`src/reset_timeout_defs.vh`:
```
// constants for the reset time-out sequencer
`ifndef RESET_TIMEOUT_DEFS_VH
`define RESET_TIMEOUT_DEFS_VH

`define MCLK_HZ            100000000
`define LF_OSC_HZ          31000
`define LF_DIV             (`MCLK_HZ / `LF_OSC_HZ)
`define POWER_UP_DELAY_TIMER_TIME_MS       64
`define POWER_UP_DELAY_TIMER_TICKS         (`POWER_UP_DELAY_TIMER_TIME_MS * `LF_OSC_HZ / 1000)
`define WDT_MIN_TIME_MS    17
`define WDT_BASE_TICKS     (`WDT_MIN_TIME_MS * `LF_OSC_HZ / 1000)
`define OST_CYCLES         1024
`define BOR_FILTER_CYCLES  16

`define REG_POWER_FLAGS    4'h0
`define REG_STATUS         4'h1
`define REG_OPTION         4'h2

`define PWR_BOR_BIT        0
`define PWR_POR_BIT        1
`define OPT_RATE_LSB       0
`define OPT_ASSIGN_BIT     3

`define OPTION_RESET       8'h0f
`define POWER_FLAGS_RESET  2'h0

`define BOR_ALWAYS         2'h3
`define BOR_RUN_ONLY       2'h2

`define OSC_LP             3'h0
`define OSC_XT             3'h1
`define OSC_HS             3'h2
`define OSC_EXTERNAL_RC_MODE          3'h3
`define OSC_INTERNAL_OSC_MODE         3'h4
`define OSC_EC             3'h5
`define OSC_SECONDARY_OSC          3'h6

`endif

```
`src/lf_tick_div.v`:
```
// divider making the low-frequency oscillator tick enable
`timescale 1ns/10ps
`default_nettype none

module lf_tick_div #(
  parameter DIV = 3225
) (
  input  wire        mclk,
  input  wire        rst_n,
  output reg         tick
);

  reg [15:0] cnt_q;

  always @(posedge mclk or negedge rst_n) begin
    if (!rst_n) begin
      cnt_q <= 16'h0000;
      tick  <= 1'b0;
    end else if (cnt_q == DIV[15:0] - 16'h0001) begin
      cnt_q <= 16'h0000;
      tick  <= 1'b1;
    end else begin
      cnt_q <= cnt_q + 16'h0001;
      tick  <= 1'b0;
    end
  end

endmodule
`default_nettype wire

```
`src/reset_timeout_sequencer.v`:
```
// reset time-out sequencer: power-up delay, oscillator start-up, watchdog, brown-out
//
// Overview of operation
// RQ1: after power-on or brown-out only, run a 64 ms delay holding reset.
// RQ2: whole chip stays in reset while the power-up delay runs.
// RQ3: configuration bit set disables the power-up delay, cleared enables it.
// RQ4: watchdog shares the 8-bit prescaler; assign and rate bits set its period.
// RQ5: watchdog period selectable from 17 ms up to about 2.2 s.
// RQ6: watchdog and power-up delay count ticks of the 31 kHz oscillator.
// RQ7: watchdog held in reset during oscillator start-up count, resumes after.
// RQ8: watchdog fuse set runs watchdog continuously; cleared keeps it cleared.
// RQ9: watchdog cleared by clear instruction and on non-crystal sleep exit.
// RQ10: crystal sleep exit keeps watchdog cleared until start-up count ends.
// RQ11: brown-out field 11 always on, 10 off in sleep, 0x off.
// RQ12: one configuration bit picks one of two brown-out trip levels.
// RQ13: supply below threshold longer than filter time gives brown-out reset.
// RQ14: brown-out during power-up delay restarts it for a full 64 ms.
// RQ15: program erase forces brown-out on at the lowest trip level.
// RQ16: power-up delay follows power-on pulse; start-up count follows delay.
// RQ17: external clock with delay disabled gives no time-out at all.
// RQ18: delays run under held master clear; release then starts at once.
// RQ19: bit 0 cleared by brown-out; software sets it.
// RQ20: bit 1 is 0 after power-on only; software writes 1.
// RQ21: time-out and power-down flags record watchdog, sleep and power-on causes.
// RQ22: master clear in normal run leaves all cause flags unchanged.
//
// Local design decisions: the register offsets and the strobed register port.
`timescale 1ns/10ps
`default_nettype none
`include "reset_timeout_defs.vh"

module reset_timeout_sequencer #(
  parameter POWER_UP_DELAY_TIMER_TICKS    = `POWER_UP_DELAY_TIMER_TICKS,
  parameter WDT_BASE      = `WDT_BASE_TICKS,
  parameter OST_CYCLES    = `OST_CYCLES,
  parameter BOR_FILTER    = `BOR_FILTER_CYCLES,
  parameter LF_DIV        = `LF_DIV
) (
  input  wire        mclk,
  input  wire        nrst,
  input  wire        master_clear_pin_n,
  input  wire [1:0]  brownout_trip,
  input  wire        power_up_delay_disable_n,
  input  wire        watchdog_enable_fuse,
  input  wire [1:0]  brownout_enable_sel,
  input  wire        brownout_level_sel,
  input  wire [2:0]  osc_mode,
  input  wire        flash_erase,
  input  wire        watchdog_clear_instr,
  input  wire        sleep_instr,
  input  wire        wake_event,
  input  wire [3:0]  addr,
  input  wire [7:0]  wr_data,
  input  wire        wr_en,
  input  wire        rd_en,
  output reg  [7:0]  rd_data,
  output reg         chip_reset_q,
  output reg         watchdog_wake_q,
  output reg         timeout_flag_n,
  output reg         powerdown_flag_n
);

  localparam ST_POWER_UP_DELAY_TIMER   = 3'h0;
  localparam ST_OST    = 3'h1;
  localparam ST_RUN    = 3'h2;
  localparam ST_SLEEP  = 3'h3;
  localparam ST_BOR    = 3'h4;
  localparam ST_WDTRST = 3'h5;

  ////////////////////////////////////////////////////////////////////////////
  // functions

  function is_crystal;
    input [2:0] mode;
    begin
      is_crystal = (mode == `OSC_LP) || (mode == `OSC_XT) || (mode == `OSC_HS);
    end
  endfunction

  // watchdog limit in oscillator ticks
  function [16:0] wdt_limit;
    input       assign_wdt;
    input [2:0] rate;
    begin
      if (assign_wdt)
        wdt_limit = WDT_BASE[16:0] << rate; // [RQ4] [RQ5]
      else
        wdt_limit = WDT_BASE[16:0];
    end
  endfunction

  ////////////////////////////////////////////////////////////////////////////
  // reset and pin synchronisers

  reg        rst_s1_q;
  reg        rst_n;
  reg        master_clear_pin_n_s1_q;
  reg        master_clear_pin_n_s2_q;
  reg [1:0]  trip_s1_q;
  reg [1:0]  trip_s2_q;

  always @(posedge mclk or negedge nrst) begin
    if (!nrst) begin
      rst_s1_q <= 1'b0;
      rst_n    <= 1'b0;
    end else begin
      rst_s1_q <= 1'b1;
      rst_n    <= rst_s1_q;
    end
  end

  always @(posedge mclk or negedge rst_n) begin
    if (!rst_n) begin
      master_clear_pin_n_s1_q <= 1'b1;
      master_clear_pin_n_s2_q <= 1'b1;
      trip_s1_q <= 2'h0;
      trip_s2_q <= 2'h0;
    end else begin
      master_clear_pin_n_s1_q <= master_clear_pin_n;
      master_clear_pin_n_s2_q <= master_clear_pin_n_s1_q;
      trip_s1_q <= brownout_trip;
      trip_s2_q <= trip_s1_q;
    end
  end

  ////////////////////////////////////////////////////////////////////////////
  // low-frequency tick

  wire lf_tick;

  lf_tick_div #(
    .DIV (LF_DIV)
  ) u_lf_tick_div (
    .mclk  (mclk),
    .rst_n (rst_n),
    .tick  (lf_tick)
  );

  ////////////////////////////////////////////////////////////////////////////
  // brown-out detection

  reg  [2:0]  state_q;
  reg  [7:0]  bor_cnt_q;
  reg         bor_active_q;
  wire        bor_enabled;
  wire        bor_trip;

  assign bor_enabled = flash_erase ||                                  // [RQ15]
                       (brownout_enable_sel == `BOR_ALWAYS) ||         // [RQ11]
                       ((brownout_enable_sel == `BOR_RUN_ONLY) && (state_q != ST_SLEEP));
  assign bor_trip = flash_erase ? trip_s2_q[0] :                       // [RQ15]
                    trip_s2_q[brownout_level_sel];                     // [RQ12]

  always @(posedge mclk or negedge rst_n) begin
    if (!rst_n) begin
      bor_cnt_q    <= 8'h00;
      bor_active_q <= 1'b0;
    end else if (!bor_enabled || !bor_trip) begin
      bor_cnt_q    <= 8'h00;
      bor_active_q <= 1'b0;
    end else if (bor_cnt_q == BOR_FILTER[7:0]) begin
      bor_active_q <= 1'b1; // [RQ13]
    end else begin
      bor_cnt_q    <= bor_cnt_q + 8'h01;
    end
  end

  ////////////////////////////////////////////////////////////////////////////
  // option register and counters

  reg  [7:0]  option_q;
  reg  [10:0] power_up_delay_timer_cnt_q;
  reg  [10:0] ost_cnt_q;
  reg  [16:0] wdt_cnt_q;
  wire        power_up_delay_timer_done;
  wire        ost_done;
  wire        wdt_expire;
  wire        wdt_hold;
  wire        crystal;
  wire        delay_on;

  assign crystal    = is_crystal(osc_mode);
  assign delay_on   = !power_up_delay_disable_n;                         // [RQ3]
  assign power_up_delay_timer_done  = lf_tick && (power_up_delay_timer_cnt_q == POWER_UP_DELAY_TIMER_TICKS[10:0] - 11'h001);
  assign ost_done   = (ost_cnt_q == OST_CYCLES[10:0] - 11'h001);
  assign wdt_expire = watchdog_enable_fuse && lf_tick && !wdt_hold &&
                      (wdt_cnt_q == wdt_limit(option_q[`OPT_ASSIGN_BIT],
                                              option_q[`OPT_RATE_LSB +: 3]) - 17'h00001);
  assign wdt_hold   = (state_q == ST_OST) || !watchdog_enable_fuse ||   // [RQ7] [RQ8] [RQ10]
                      watchdog_clear_instr ||                           // [RQ9]
                      !master_clear_pin_n_s2_q ||                                     // [RQ21]
                      (state_q == ST_SLEEP && wake_event) ||            // [RQ9]
                      (state_q != ST_RUN && state_q != ST_SLEEP);

  always @(posedge mclk or negedge rst_n) begin
    if (!rst_n) begin
      power_up_delay_timer_cnt_q <= 11'h000;
      ost_cnt_q  <= 11'h000;
      wdt_cnt_q  <= 17'h00000;
    end else begin
      if (state_q != ST_POWER_UP_DELAY_TIMER)
        power_up_delay_timer_cnt_q <= 11'h000;                                          // [RQ14]
      else if (lf_tick)
        power_up_delay_timer_cnt_q <= power_up_delay_timer_cnt_q + 11'h001;                             // [RQ6]
      if (state_q != ST_OST)
        ost_cnt_q <= 11'h000;
      else
        ost_cnt_q <= ost_cnt_q + 11'h001;
      if (wdt_hold || wdt_expire)
        wdt_cnt_q <= 17'h00000;
      else if (lf_tick)
        wdt_cnt_q <= wdt_cnt_q + 17'h00001;                             // [RQ6] [RQ8]
    end
  end

  ////////////////////////////////////////////////////////////////////////////
  // sequencer

  reg [2:0] state_d;

  always @* begin
    state_d = state_q;
    case (state_q)
      ST_POWER_UP_DELAY_TIMER: begin
        if (power_up_delay_timer_done)
          state_d = crystal ? ST_OST : ST_RUN;                          // [RQ1] [RQ16]
      end
      ST_OST: begin
        if (ost_done)
          state_d = ST_RUN;                                             // [RQ7] [RQ16]
      end
      ST_RUN: begin
        if (wdt_expire)
          state_d = ST_WDTRST;
        else if (sleep_instr && master_clear_pin_n_s2_q)
          state_d = ST_SLEEP;
      end
      ST_SLEEP: begin
        if (!master_clear_pin_n_s2_q || wake_event)
          state_d = crystal ? ST_OST : ST_RUN;                          // [RQ9] [RQ10]
        else if (wdt_expire)
          state_d = crystal ? ST_OST : ST_RUN;
      end
      ST_BOR: begin
        if (!bor_active_q) begin
          if (delay_on)
            state_d = ST_POWER_UP_DELAY_TIMER;                                          // [RQ14]
          else
            state_d = crystal ? ST_OST : ST_RUN;                        // [RQ17]
        end
      end
      ST_WDTRST: begin
        state_d = ST_RUN;
      end
      default: begin
        state_d = ST_RUN;
      end
    endcase
    if (bor_active_q)
      state_d = ST_BOR;                                                 // [RQ13] [RQ14]
  end

  always @(posedge mclk or negedge rst_n) begin
    if (!rst_n)
      state_q <= ST_BOR;
    else
      state_q <= state_d;
  end

  // reset out: sequence states hold reset; master clear low also forces it
  always @(posedge mclk or negedge rst_n) begin
    if (!rst_n) begin
      chip_reset_q    <= 1'b1;
      watchdog_wake_q <= 1'b0;
    end else begin
      chip_reset_q    <= !master_clear_pin_n_s2_q ||                                  // [RQ18]
                         (state_d != ST_RUN && state_d != ST_SLEEP);    // [RQ2]
      watchdog_wake_q <= (state_q == ST_SLEEP) && wdt_expire && master_clear_pin_n_s2_q &&
                         !wake_event && !bor_active_q;
    end
  end

  ////////////////////////////////////////////////////////////////////////////
  // cause flags and registers

  reg [1:0] pwr_flags_q;
  wire      bor_event;

  assign bor_event = bor_active_q && (state_q != ST_BOR);

  always @(posedge mclk or negedge rst_n) begin
    if (!rst_n) begin
      pwr_flags_q      <= `POWER_FLAGS_RESET;                           // [RQ20] [RQ19]
      timeout_flag_n   <= 1'b1;                                         // [RQ21]
      powerdown_flag_n <= 1'b1;                                         // [RQ21]
      option_q         <= `OPTION_RESET;
    end else begin
      if (wr_en && addr == `REG_POWER_FLAGS)
        pwr_flags_q <= wr_data[1:0];                                    // [RQ19] [RQ20]
      if (wr_en && addr == `REG_OPTION)
        option_q <= wr_data;                                            // [RQ4]
      if (bor_event) begin
        pwr_flags_q[`PWR_BOR_BIT] <= 1'b0;                              // [RQ19]
        timeout_flag_n            <= 1'b1;
        powerdown_flag_n          <= 1'b1;
      end else if (state_q == ST_RUN && wdt_expire) begin
        timeout_flag_n   <= 1'b0;                                       // [RQ21]
      end else if (state_q == ST_SLEEP && !master_clear_pin_n_s2_q) begin
        timeout_flag_n   <= 1'b1;                                       // [RQ21]
        powerdown_flag_n <= 1'b0;
      end else if (state_q == ST_SLEEP && !wake_event && wdt_expire) begin
        timeout_flag_n   <= 1'b0;                                       // [RQ21]
        powerdown_flag_n <= 1'b0;
      end else if (state_q == ST_RUN && master_clear_pin_n_s2_q && sleep_instr) begin
        timeout_flag_n   <= 1'b1;
        powerdown_flag_n <= 1'b0;
      end else if (state_q == ST_RUN && master_clear_pin_n_s2_q && watchdog_clear_instr) begin
        timeout_flag_n   <= 1'b1;
        powerdown_flag_n <= 1'b1;
      end
      // master clear in run touches no flag [RQ22]
    end
  end

  always @(posedge mclk or negedge rst_n) begin
    if (!rst_n) begin
      rd_data <= 8'h00;
    end else if (rd_en) begin
      case (addr)
        `REG_POWER_FLAGS: rd_data <= {6'h00, pwr_flags_q};
        `REG_STATUS:      rd_data <= {3'h0, state_q, powerdown_flag_n, timeout_flag_n};
        `REG_OPTION:      rd_data <= option_q;
        default:          rd_data <= 8'h00;
      endcase
    end else begin
      rd_data <= 8'h00;
    end
  end

endmodule
`default_nettype wire

```
`config.mk`:
```
export PLATFORM = sky130hd
export DESIGN_NAME = reset_timeout_sequencer
export DESIGN_NICKNAME = d
export VERILOG_FILES = /design/src/lf_tick_div.v /design/src/reset_timeout_sequencer.v
export VERILOG_INCLUDE_DIRS = /design/src
export SDC_FILE = /design/constraint.sdc
export NUM_CORES = 1
export LEC_CHECK = 0
export BUFFER_PORTS_ARGS = -buffer_cell sky130_fd_sc_hd__buf_2
export CORE_ASPECT_RATIO = 0.7
export CORE_MARGIN = 5
export CORE_UTILIZATION = 41
export CTS_BUF_LIST = sky130_fd_sc_hd__clkbuf_4 sky130_fd_sc_hd__clkbuf_8
export CTS_CLUSTER_DIAMETER = 50
export DETAILED_ROUTE_END_ITERATION = 10
export PLACE_DENSITY = 0.6
export SLEW_MARGIN = 20
export SYNTH_ARGS = -nofsm -noshare
export SYNTH_HDL_FRONTEND = slang
export SYNTH_SLANG_ARGS = --single-unit
```
`constraint.sdc`:
```
create_clock -name mclk -period 3.7 [get_ports mclk]
set_input_delay 0.185 -clock mclk [delete_from_list [all_inputs] [get_ports mclk]]
set_output_delay 0.185 -clock mclk [all_outputs]
set_load 0.01 [all_outputs]
```
### Word-level counts from Yosys, hierarchy flattened

Cells that the tools add are included.

* equal/unequal tests: 23
* multiplexer cells: 40
* reductions and logical operators: 54
* order comparisons: 1
* add/sub/neg operators: 6
* shift-type cells: 1

Operators by type and width (number)
* $mux W17: 3
* $mux W11: 3
* $mux W8: 3
* $pmux W8 S3: 1
* $logic_and A1 B1 Y1: 23
* $add A11 B1 Y11 const B: 2
* $mux W3: 7
* $mux W1: 19
* $add A17 B1 Y17 const B: 1
* $eq A17 B17 Y1: 1
* $shl A10 B3 Y17 const A: 1
* $sub A17 B1 Y17 const B: 1
* $add A16 B1 Y16 const B: 1
* $eq A16 B12 Y1 const B: 1
* $mux W16: 1
* $pmux W3 S5: 1
* $logic_or A1 B1 Y1: 13
* $ne A3 B2 Y1 const B: 4
* $eq A11 B10 Y1 const B: 1
* $eq A11 B11 Y1 const B: 1
* $eq A3 B2 Y1 const B: 3
* $add A8 B1 Y8 const B: 1
* $eq A8 B5 Y1 const B: 1
* $reduce_bool A2 Y1: 4
* other kinds (17): 28

* register bits after elaboration: 98
* output and inout bits: 12
* input port bits: 31
* logic and storage cells: 147

### Logic depth before layout (Yosys ltp)

Gate-level depths: netlist of the first run.

* depth after elaboration: 16
* gate-level depth with buffers: 15
* mapped depth without buffers: 11

### Hierarchy

A second synthesis of the first run with hierarchy kept.

* cell total of the unflattened synthesis: 511
* area total of the unflattened synthesis: 5026.1 um^2

Modules (own cells, without submodules)
* reset_timeout_sequencer: times used 1, sequential area each 2039.5 um^2, cells an instance 434, area an instance 4189.0 um^2
* lf_tick_div: times used 1, sequential area each 425.4 um^2, cells an instance 77, area an instance 837.1 um^2

### Worst setup path after synthesis of the first run

Ideal clock, no wire load.

* path type: register to register
* start: register option_q[1]
* end: register powerdown_flag_n
* data arrival time: 3.456 ns
* cell stages (with the launch flop): 14
* required time: 3.617 ns
* path slack: 0.161 ns
* clock period less this slack: 3.539 ns
* library setup time: 0.083 ns
* cell sequence: dfstp_2 buf_2 clkbuf_1 inv_1 ha_1 nor2_1 ha_1 xnor2_1 or4_1 or4_1 nor4_2 nand4b_1 o31a_1 o32a_1

* longest elaborated chain between the ends: 10

RTL lines
* start: declaration: RTL line reset_timeout_sequencer.v:171 `reg [7:0] option_q;`
* start signal: assignment: RTL line reset_timeout_sequencer.v:296 `` option_q <= `OPTION_RESET; ``
* start signal: assignment: RTL line reset_timeout_sequencer.v:301 `option_q <= wr_data;`
* $shl A10 B3 Y17 *: RTL line reset_timeout_sequencer.v:86 `wdt_limit = WDT_BASE[16:0] << rate;`
* $mux W17 *: RTL line reset_timeout_sequencer.v:85 `if (assign_wdt)`
* $sub A17 B1 Y17 *: RTL line reset_timeout_sequencer.v:187 `` (wdt_cnt_q == wdt_limit(option_q[`OPT_ASSIGN_BIT], ``
* $eq A17 B17 Y1 *: RTL line reset_timeout_sequencer.v:187
* $logic_and A1 B1 Y1 *: RTL line reset_timeout_sequencer.v:186 `assign wdt_expire = watchdog_enable_fuse && lf_tick && !wdt_hold &&`
* $logic_and A1 B1 Y1: RTL line reset_timeout_sequencer.v:311 `end else if (state_q == ST_SLEEP && !wake_event && wdt_expire) begin`
* $mux W1: RTL line reset_timeout_sequencer.v:311
* $mux W1: RTL line reset_timeout_sequencer.v:308 `end else if (state_q == ST_SLEEP && !master_clear_pin_n_s2_q) begin`
* $mux W1: RTL line reset_timeout_sequencer.v:306 `end else if (state_q == ST_RUN && wdt_expire) begin`
* $mux W1: RTL line reset_timeout_sequencer.v:302 `if (bor_event) begin`
* end signal: assignment: RTL line reset_timeout_sequencer.v:305 `powerdown_flag_n <= 1'b1;`
* end signal: assignment: RTL line reset_timeout_sequencer.v:310 `powerdown_flag_n <= 1'b0;`
* end signal: assignment: RTL line reset_timeout_sequencer.v:313 `powerdown_flag_n <= 1'b0;`
* end: declaration: RTL line reset_timeout_sequencer.v:60 `output reg powerdown_flag_n`

Mark *: on every way between the ends. The rest lies on a longest branch, timed or not. The select of a mux whose other input is x is not followed.
A chain may end at the register's enable or synchronous reset.

### Worst setup path after layout of the first run

* start: register option_q[0]
* end: register wdt_cnt_q[1]

* longest elaborated chain between the ends: 7

RTL lines
* $shl A10 B3 Y17 *: RTL line reset_timeout_sequencer.v:86
* $mux W17 *: RTL line reset_timeout_sequencer.v:85
* $sub A17 B1 Y17 *: RTL line reset_timeout_sequencer.v:187
* $eq A17 B17 Y1 *: RTL line reset_timeout_sequencer.v:187
* $logic_and A1 B1 Y1 *: RTL line reset_timeout_sequencer.v:186
* $logic_or A1 B1 Y1 *: RTL line reset_timeout_sequencer.v:209 `if (wdt_hold || wdt_expire)`
* $mux W17 or $reduce_bool A2 Y1 (tied branches)
* end signal: assignment: RTL line reset_timeout_sequencer.v:212 `wdt_cnt_q <= wdt_cnt_q + 17'h00001;`
* end: declaration: RTL line reset_timeout_sequencer.v:174 `reg [16:0] wdt_cnt_q;`

Mark *: on every way between the ends. The rest lies on a longest branch, timed or not.

==> qor.txt, run 1 <==
CTS sink cnt -> 98
Slowest cell delay on critical path -> 0.74 ns
Multiplexer share of the synthesized area -> 3.18%
Largest family of logic cells by synthesized area -> simple AND/OR/NAND/NOR gates
Synth Cell Area -> 5110 um2
RePlAce Congestion -> 0.895
Skew final -> 0.0101 ns
Grt ovf -> 0
Number of setup buffers added after CTS -> 0
Initial Util -> 41.5%
Die Y -> 103 um
Commonest cells post-synth -> 88 x dfrtp_1, 80 x nor2_1, 39 x xor2_1
Largest net degree at the start of global routing -> 73
Full die area -> 14,800 um2
Hold buffers post-CTS -> 4
Vias -> 3,900
Critical path arrival -> 3.59 ns
Synthesis Warnings -> 0
Achievable clock frequency -> 299 MHz
Sequential-to-total area share from yosys stat -> 48.2%
TritonRoute pass-1 iters -> 5
Layout Nets -> 607
CP max stage cell -> dfstp_2
Worst Hold Class -> primary input to flop
Slew @ Worst Pin -> 0.916 ns
Wire per inst -> 14.9 um
Vias/cell -> 5.31
PwrDens -> 422 nW/um2
EDFF count, synth -> 0
Final setup fails -> 0
Final count of hold timing violations -> 0
Met2 Usage GRT -> 23.3%
Cts bufs inserted -> 9
Final period utilization -> 90.5%
Top-count cell post-synth -> dfrtp_1
P_leak -> 2.50 nW
Class of the most critical setup path -> flop to flop
GR peak layer -> met2
Core outline area -> 12,300 um2
DRC viols -> 0
CP dominant cell by count -> or4_1
Xor and xnor area share after synthesis -> 10.1%
Top fanout value on the critical path -> 20
PostCTS Resize Cnt -> 0
Clock latency on the worst-skew pair -> 0.37 ns
Total power -> 2.41 mW
GR Layer Usage met3 -> 3.81%
Crit path time final -> 3.35 ns
Area fraction of the dominant cell type after synthesis -> 43.1%
Diodes inserted -> 0
Status -> finished clean
Antenna violations before repair -> 0
Cell variety after synth -> 63
Clock root buffer master -> clkbuf_8
Share of flip-flops with an asynchronous set or reset -> 100%
Syn avg cell area -> 9.78 um2
# rows -> 34
Compound-Gate Fraction of Synth Area -> 9.81%
Final wirelength -> 10.9 mm
Crit path max-delay family -> simple AND/OR/NAND/NOR gates
Area grow syn2layout -> 11.6%
Synth Flop Type -> dfrtp_1
Vias in the first global route -> 3,838
Mapped Nets -> 563
Fraction of layout cells with a size suffix above 1 -> 15.7%
Port bufs -> 42
Global Route met1 Usage -> 23.0%
Setup TNS -> 0 ns
Die X -> 143 um
CTS max path bufs -> 2
# H-tree levels -> 3
Placed cells -> 714
VDD IR-drop max -> 187 uV
Rel. slew slack -> 38.9%
ANT nets after route -> 0
CTS tree -> yes
Fin cells -> 734
GRT Total Usage -> 15.8%
First DRT Iteration DRCs -> 420
Cell Chain, Critical Path -> o31a_1 -> ha_1 -> xnor2_1 -> or4_1 -> or4_1 -> nor4_2 -> nand4b_1 -> buf_4 -> nand3_2 -> nor2_1
Final Max Tran Viols -> 0
Post-Syn Instances -> 523
Io pins -> 43
Crit path buffers/inverters -> 1
RSZ-0062 raised after global routing -> false
MaxCap Viol Count -> 0
Crit start category -> flop
Post-DP HPWL -> 7.95 mm
Synth Area in Simple Gates -> 23.4%
Top cells by area, synth -> dfrtp_1 43%, xor2_1 6.7%, nor2_1 5.9%, dfstp_2 5.1%, xnor2_1 3.4%
Crit end category -> flop
Reg clk slew, reported paths -> 0.09 ns
Critical Path RT -> 3.94 ns
First-pass GRT wire length -> 18.8 mm
Dominant cell type by area after synthesis -> dfrtp_1
Seq cells post-synth -> 98
Adder-cell area share of the yosys netlist -> 2.20%
-- final timing paths --
| path | startpoint | to | slack (ns) | cells after the start |
|---|---|---|---|---|
| max in group asynchronous | rst_n | option_q[3] | 2.29 | 1 |
| min in group asynchronous | nrst | rst_n | 0.12 | 2 |
| worst min register to register | rst_s1_q | rst_n | 0.36 | 0 |
| worst min-delay path | wr_data[6] | option_q[6] | 0.05 | 2 |
| worst max register to register | option_q[0] | wdt_cnt_q[1] | 0.35 | 10 |
| worst max-delay path | option_q[0] | wdt_cnt_q[1] | 0.35 | 10 |
-- per-stage QoR --
stage | hold slack, ns | instance area, um2 | worst slack, ns | utilization [%]
CTS | 0.0240 | 5710 | 0.357 | 46.2
global placement | -0.0295 | 5470 | 0.452 | 44.3
global route | 0.0272 | 5710 | 0.180 | 46.2
detailed placement | -0.0277 | 5470 | 0.371 | 44.3
floorplan | -0.111 | 5110 | 0.161 | -
finish | 0.0463 | 5710 | 0.351 | 46.2
-- layout make-up --
class | count | area, um2
clock buffers | 9 | 124
clock inverters | 7 | 73.8
fillers | 1164 | 6630
inverters | 14 | 52.6
multi-input cells | 393 | 2500
flip-flops and latches | 98 | 2470
well taps | 162 | 203
repair buffers | 51 | 288
-- power by group --
part	leakage (nW)	switching, mW	internal (mW)	total, mW
registers	1.30	0.0903	1.14	1.23
logic	1.10	0.272	0.194	0.466
clock network	0.106	0.392	0.319	0.711
-- layout by cell type, fill, tap and decap left out, drive strengths merged, types with 5 or more instances in the layout --
cell / n
nor3: 8
nor2: 80
xor2: 39
nand2: 35
mux2i: 5
nor2b: 8
xnor2: 20
mux2: 10
and2: 5
ha: 9
and3b: 5
nand2b: 7
o21ai: 16
dfrtp: 88
buf: 47
inv: 17
nand3: 31
dfstp: 10
a21oi: 20
nand4: 12
and3: 15
clkbuf: 9
-- cells by family after synthesis --
kind of cell	after synthesis
AND/OR/NAND/NOR	234
XOR/XNOR	59
AO/OA/AOI/OAI	75
flip-flops	98
other	1
buffers and inverters	32
adder cells (fa/ha/maj)	9
multiplexers	15
-- state kept, by name (all words and copies together) (netlist names), 2 cells and up --
name	flops
u_lf_tick_div.cnt_q	16
trip_s2_q	2
state_q	3
pwr_flags_q	2
rd_data	8
ost_cnt_q	11
option_q	8
trip_s1_q	2
power_up_delay_timer_cnt_q	11
bor_cnt_q	8
wdt_cnt_q	17
-- per-layer routing --
metal / vias to the layer above / share of wire, %
met3: 18 / 5.8
li1: 1912 / -
met5: - / 0
met2: 93 / 42
met4: 0 / 1.7
met1: 1877 / 50
Power figures use the tool's default switching activity.
==> run 2, diff against run 1 <==
- REMOVE_ABC_BUFFERS: unset -> 1
==> qor.txt, run 2 (synthesis gave the netlist of run 1 again) <==
RSZ-0062 raised after global routing -> false
Setup TNS -> 0 ns (unchanged)
Slew @ Worst Pin -> 0.859 ns (-0.0568 ns)
Worst path depth -> 11 (+1)
Number of setup buffers added after CTS -> 0 (unchanged)
Hold buffers post-CTS -> 4 (unchanged)
Cell count of the worst reg-to-reg path -> 11 (+1)
Vias/cell -> 5.29 (-0.48%)
Achievable clock frequency -> 298 MHz (-0.29%)
Cell Chain, Critical Path -> buf_4 -> o31a_1 -> ha_1 -> xnor2_1 -> or4_1 -> or4_1 -> nor4_2 -> nand4b_1 -> buf_4 -> nand3_2 -> nor2_1
MaxCap Viol Count -> 0 (unchanged)
Port bufs -> 42 (unchanged)
Crit path time final -> 3.36 ns (+0.00965 ns)
CTS max path bufs -> 2 (unchanged)
CP max stage cell -> or4_1
Critical path arrival -> 3.59 ns (about the same)
Full die area -> 14,800 um2 (unchanged)
Crit path buffers/inverters -> 2 (+1)
CTS sink cnt -> 98 (unchanged)
Largest Register -> wdt_cnt_q
Fraction of layout cells with a size suffix above 1 -> 16.0% (+0.29 points)
ANT nets after route -> 0 (unchanged)
Crit path max-delay family -> simple AND/OR/NAND/NOR gates
DP Worst Slack -> 0.358 ns (-0.0129 ns)
Skew final -> 0.00535 ns (-0.00475 ns)
Worst Hold Class -> primary input to flop
Clock latency on the worst-skew pair -> 0.36 ns (about the same)
# H-tree levels -> 3 (unchanged)
Vias -> 3,892 (-0.21%)
Most frequent cells in the layout -> 87 x dfrtp_1, 80 x nor2_1, 42 x buf_2, 39 x xor2_1, 35 x nand2_1
Initial Util -> 41.5% (unchanged)
Crit end category -> flop
Reg clk slew, reported paths -> 0.09 ns (about the same)
Die Y -> 103 um (unchanged)
Layout Nets -> 609 (+0.33%)
Cts bufs inserted -> 9 (unchanged)
Final count of hold timing violations -> 0 (unchanged)
Wire per inst -> 15.1 um (+1.2%)
Area of the multi-input gates -> 2500 um2 (unchanged)
Layout Utilization -> 46.4% (+0.17 points)
Final Max Tran Viols -> 0 (unchanged)
VDD IR-drop max -> 209 uV (+12%)
Commonest non-fill, non-tap cell in the layout -> dfrtp_1
CTS tree -> yes
RePlAce Congestion -> 0.890 (-0.60%)
Clock root buffer master -> clkbuf_8
Status -> finished clean
DRC viols -> 0 (unchanged)
Io pins -> 43 (unchanged)
Core outline area -> 12,300 um2 (unchanged)
Crit start category -> flop
Final period utilization -> 90.8% (+0.26 points)
First-pass GRT wire length -> 18.6 mm (-0.88%)
PostCTS Resize Cnt -> 0 (unchanged)
Rel. slew slack -> 42.7% (+3.8 points)
Die X -> 143 um (unchanged)
Slowest cell delay on critical path -> 0.55 ns (-0.19 ns)
GRT Total Usage -> 15.8% (-0.042 points)
Grt ovf -> 0 (unchanged)
Register Area -> 2470 um2 (unchanged)
Vias in the first global route -> 3,673 (-4.3%)
Largest net degree at the start of global routing -> 70 (-4.1%)
First DRT Iteration DRCs -> 268 (-36%)
Post-DP HPWL -> 8.04 mm (+1.0%)
Final wirelength -> 11.1 mm (+1.5%)
R2R Setup Slk -> 0.34 ns (about the same)
Biggest regs -> wdt_cnt_q (17), u_lf_tick_div.cnt_q (16)
Antenna violations before repair -> 0 (unchanged)
P_leak -> 2.51 nW (+0.30%)
Worst hold stages -> 2 (unchanged)
Class of the most critical setup path -> flop to flop
Worst setup margin -> 0.341 ns (-0.00965 ns)
Final setup fails -> 0 (unchanged)
TritonRoute pass-1 iters -> 5 (unchanged)
# rows -> 34 (unchanged)
Fill cell count -> 1,170 (+0.52%)
Diodes inserted -> 0 (unchanged)
PwrDens -> 422 nW/um2 (about the same)
Area grow syn2layout -> 12.0%
Critical Path RT -> 3.94 ns (about the same)
Top fanout value on the critical path -> 19 (-5.0%)
Max reg flops -> 17 (unchanged)
run 2: worst paths after layout:
check / to / start
max: wdt_cnt_q[6] / option_q[1]
min: option_q[3] / wr_data[3]
max reg2reg: wdt_cnt_q[6] / option_q[1]
min reg2reg: trip_s2_q[1] / trip_s1_q[1]
max in group asynchronous: option_q[3] / rst_n
min in group asynchronous: rst_n / nrst
run 2: area by class of cell:
type                    instances  area share, %
clock buffers                  12           2.67
clock inverters                 4          0.896
inverters                      14          0.918
multi-input cells             393           43.6
flip-flops and latches         98           43.1
well taps                     162           3.54
repair buffers                 53           5.29
run 2: per-stage QoR:
| step | hold slack, ns | cell area [um2] | cells | total power [mW] |
|---|---|---|---|---|
| after CTS | 0.0331 | 5730 | 736 | 2.45 |
| after detailed placement | -0.0269 | 5480 | 716 | 1.72 |
| after global routing | 0.0421 | 5730 | 736 | 2.55 |
| final | 0.0566 | 5730 | 736 | 2.42 |
| after floorplan | -0.111 | 5010 | 505 | 1.55 |
| after global placement | -0.0294 | 5480 | 716 | 1.71 |
run 2: power breakdown:
group	switching (mW)	leakage, nW	total [mW]	internal (mW)
Clock	0.363	0.103	0.710	0.347
Combinational	0.291	1.11	0.489	0.198
Sequential	0.0784	1.30	1.22	1.14
run 2: layer usage:
layer  share of wire, %  vias to the layer above  global-route usage [%]
li1                   -                     1912                       -
met1                 52                     1898                    23.5
met2                 42                       70                    23.1
met3                5.5                       12                    3.91
met4                1.2                        0                    3.98
met5                  0                        -                       0
==> run 3, diff against run 2 <==
- SYNTH_HIERARCHICAL: unset -> 1
==> qor.txt, run 3 <==
R2R Setup Slk -> 0.41 ns (+0.06 ns)
Post-Syn Instances -> 511 (-2.3%)
Critical Path RT -> 3.98 ns (+0.04 ns)
ANT nets after route -> 0 (unchanged)
Crit end category -> flop
Final wirelength -> 10.6 mm (-4.4%)
CTS tree -> yes
Critical path arrival -> 3.58 ns (about the same)
PwrDens -> 424 nW/um2 (+0.58%)
P_leak -> 2.48 nW (-1.3%)
Largest Register -> wdt_cnt_q
Status -> finished clean
Layout Nets -> 598 (-1.8%)
Die Y -> 103 um (-0.77%)
Io pins -> 43 (unchanged)
Area grow syn2layout -> 12.9%
Crit path time final -> 3.29 ns (-0.0639 ns)
Synthesis Warnings -> 6 (+6)
Crit start category -> flop
FF-to-FF End -> state_q[0]
Cell variety after synth -> 58 (-7.9%)
Vias/cell -> 5.31 (+0.41%)
Number of setup buffers added after CTS -> 0 (unchanged)
Wire per inst -> 14.8 um (-2.3%)
Synth Flop Type -> dfrtp_1
Port bufs -> 42 (unchanged)
Die X -> 142 um (-0.80%)
# rows -> 33 (-2.9%)
Final count of hold timing violations -> 0 (unchanged)
Class of the most critical setup path -> flop to flop
Syn avg cell area -> 9.84 um2 (+0.60%)
Clock root buffer master -> clkbuf_8
DRC viols -> 0 (unchanged)
Top cells by area, synth -> dfrtp_1 44%, xor2_1 5.8%, nor2_1 5.6%, dfstp_2 5.2%, xnor2_1 3.8%
Grt ovf -> 0 (unchanged)
Hold Path Sink -> option_q[3]
Commonest non-fill, non-tap cell in the layout -> dfrtp_1
# H-tree levels -> 3 (unchanged)
Most frequent cells in the layout -> 87 x dfrtp_1, 75 x nor2_1, 42 x buf_2, 34 x nand2_1, 33 x xor2_1
Fin Hold WS -> 0.0457 ns (-0.0109 ns)
MaxCap Viol Count -> 0 (unchanged)
Diodes inserted -> 0 (unchanged)
Vias in the first global route -> 3,616 (-1.6%)
Final Instance Area -> 5670 um2 (-0.94%)
Area fraction of the dominant cell type after synthesis -> 43.8% (+0.75 points)
HP Start -> wr_data[3]
Fill cell count -> 1,122 (-4.1%)
CTS max path bufs -> 2 (unchanged)
Largest net degree at the start of global routing -> 44 (-37%)
Dominant cell type by area after synthesis -> dfrtp_1
Final Max Tran Viols -> 0 (unchanged)
Fraction of layout cells with a size suffix above 1 -> 16.9% (+0.85 points)
Biggest regs -> wdt_cnt_q (17), u_lf_tick_div/cnt_q (16)
Cell count of the worst reg-to-reg path -> 12 (+1)
RePlAce Congestion -> 0.880 (-1.1%)
Slew @ Worst Pin -> 0.696 ns (-0.164 ns)
First DRT Iteration DRCs -> 295 (+10%)
TritonRoute pass-1 iters -> 5 (unchanged)
Sequential-to-total area share from yosys stat -> 49.0% (+0.84 points)
Final setup fails -> 0 (unchanged)
GRT Total Usage -> 15.3% (-0.49 points)
Synth Cell Area -> 5030 um2 (-1.7%)
EDFF count, synth -> 0 (unchanged)
Vias -> 3,823 (-1.8%)
Top-count cell post-synth -> dfrtp_1
CTS sink cnt -> 98 (unchanged)
Share of flip-flops with an asynchronous set or reset -> 100% (unchanged)
Core outline area -> 11,900 um2 (-3.9%)
Post-DP Area -> 5410 um2 (-1.3%)
RSZ-0062 raised after global routing -> false
Seq cells post-synth -> 98 (unchanged)
Skew final -> 0.00953 ns (+0.00418 ns)
Achievable clock frequency -> 304 MHz (+1.9%)
VDD IR-drop max -> 183 uV (-13%)
Clock latency on the worst-skew pair -> 0.37 ns (about the same)
First-pass GRT wire length -> 18.0 mm (-3.3%)
Worst hold stages -> 2 (unchanged)
Commonest cells post-synth -> 88 x dfrtp_1, 75 x nor2_1, 34 x nand2_1
Worst Hold Class -> primary input to flop
Post-DP HPWL -> 7.81 mm (-2.9%)
Rel. slew slack -> 52.4% (+9.7 points)
Reg clk slew, reported paths -> 0.09 ns (about the same)
Worst r2r src -> option_q[2]
Antenna violations before repair -> 0 (unchanged)
Initial Util -> 42.4% (+0.96 points)
Setup TNS -> 0 ns (unchanged)
Full die area -> 14,600 um2 (-1.6%)
Cts bufs inserted -> 9 (unchanged)
Max reg flops -> 17 (unchanged)
Final period utilization -> 89.0% (-1.7 points)
Top fanout value on the critical path -> 8 (-11)
run 3: changes by cell type after synthesis, sizes merged, moves of 4 or more:
cell and delta:
nand3 -4, xor2 -6, nand2b -5, nor4bb -4, nor2 -5, and3b -5
buf -6
run 3: layout make-up:
| class | count | area [um2] | area share (%) |
|---|---|---|---|
| clock inverters | 3 | 65.1 | 1.15 |
| well taps | 157 | 196 | 3.46 |
| flip-flops and latches | 98 | 2470 | 43.5 |
| inverters | 17 | 63.8 | 1.12 |
| repair buffers | 51 | 288 | 5.07 |
| clock buffers | 13 | 154 | 2.71 |
| multi-input cells | 381 | 2440 | 43.0 |
run 3: where the power goes:
group	internal (mW)	total [mW]	switching, mW
Sequential	1.14	1.22	0.0807
Clock	0.411	0.760	0.349
Combinational	0.161	0.426	0.265
Total	1.71	2.41	0.694
run 3: per-layer routing:
| metal | GRT usage [%] | wire [um] | share of wire (%) | up-vias |
|---|---|---|---|---|
| li1 | - | - | - | 1889 |
| met1 | 23.5 | 5450 | 51 | 1826 |
| met2 | 21.6 | 4400 | 41 | 99 |
| met3 | 3.76 | 678 | 6.4 | 9 |
| met4 | 3.80 | 89 | 0.84 | 0 |
| met5 | 0 | 0 | 0 | - |
run 3: what timing repair did:
item | CTS | global route
hold buffers | 4 | 0
resized for setup | 0 | 0
hold endpoints to repair | 5 | 0
run 3: worst max path at each step:
stage | slack [ns] | end | startpoint | cells past startpoint
6_report | 0.41 | state_q[0] | option_q[2] | 12
4_1_cts | 0.46 | state_q[0] | option_q[2] | 12
3_3_place_gp | 0.67 | state_q[0] | option_q[1] | 11
5_1_grt | 0.17 | state_q[0] | option_q[2] | 12
3_5_place_dp | 0.48 | state_q[0] | option_q[2] | 12
2_1_floorplan | 0.62 | state_q[0] | option_q[2] | 9
run 3: kinds of logic (layout without fill, tap and decap cells):
family	after synthesis	count (layout)	synth area share (%)
other cells	1	1	0.0746
flops	98	98	49.0
fa+ha+maj	9	9	2.24
simple gates	230	230	23.6
compound gates	69	69	9.26
buf+inv	32	84	2.46
xor+xnor	55	55	9.58
mux	17	17	3.73
run 3: per-stage QoR:
stage               util (%)  power, mW  cells  worst slack (ns)
finish                  47.9       2.41    720             0.405
global route            47.9       2.55    720             0.166
CTS                     47.9       2.43    720             0.460
detailed placement      45.7       1.66    700             0.480
global placement        45.7       1.65    700             0.671
floorplan                  -       1.51    496             0.616
run 3: worst max-delay path, cell delays in order, from the launching register on:
cell and delay, ns:
dfstp_2 0.38, inv_1 0.16, ha_1 0.30, nor2_1 0.07
ha_1 0.20, xnor2_1 0.40, mux2i_1 0.23, a221oi_1 0.08
o21ai_0 0.23, nand4_1 0.10, or3_1 0.48, mux2_4 0.36
a221oi_2 0.22
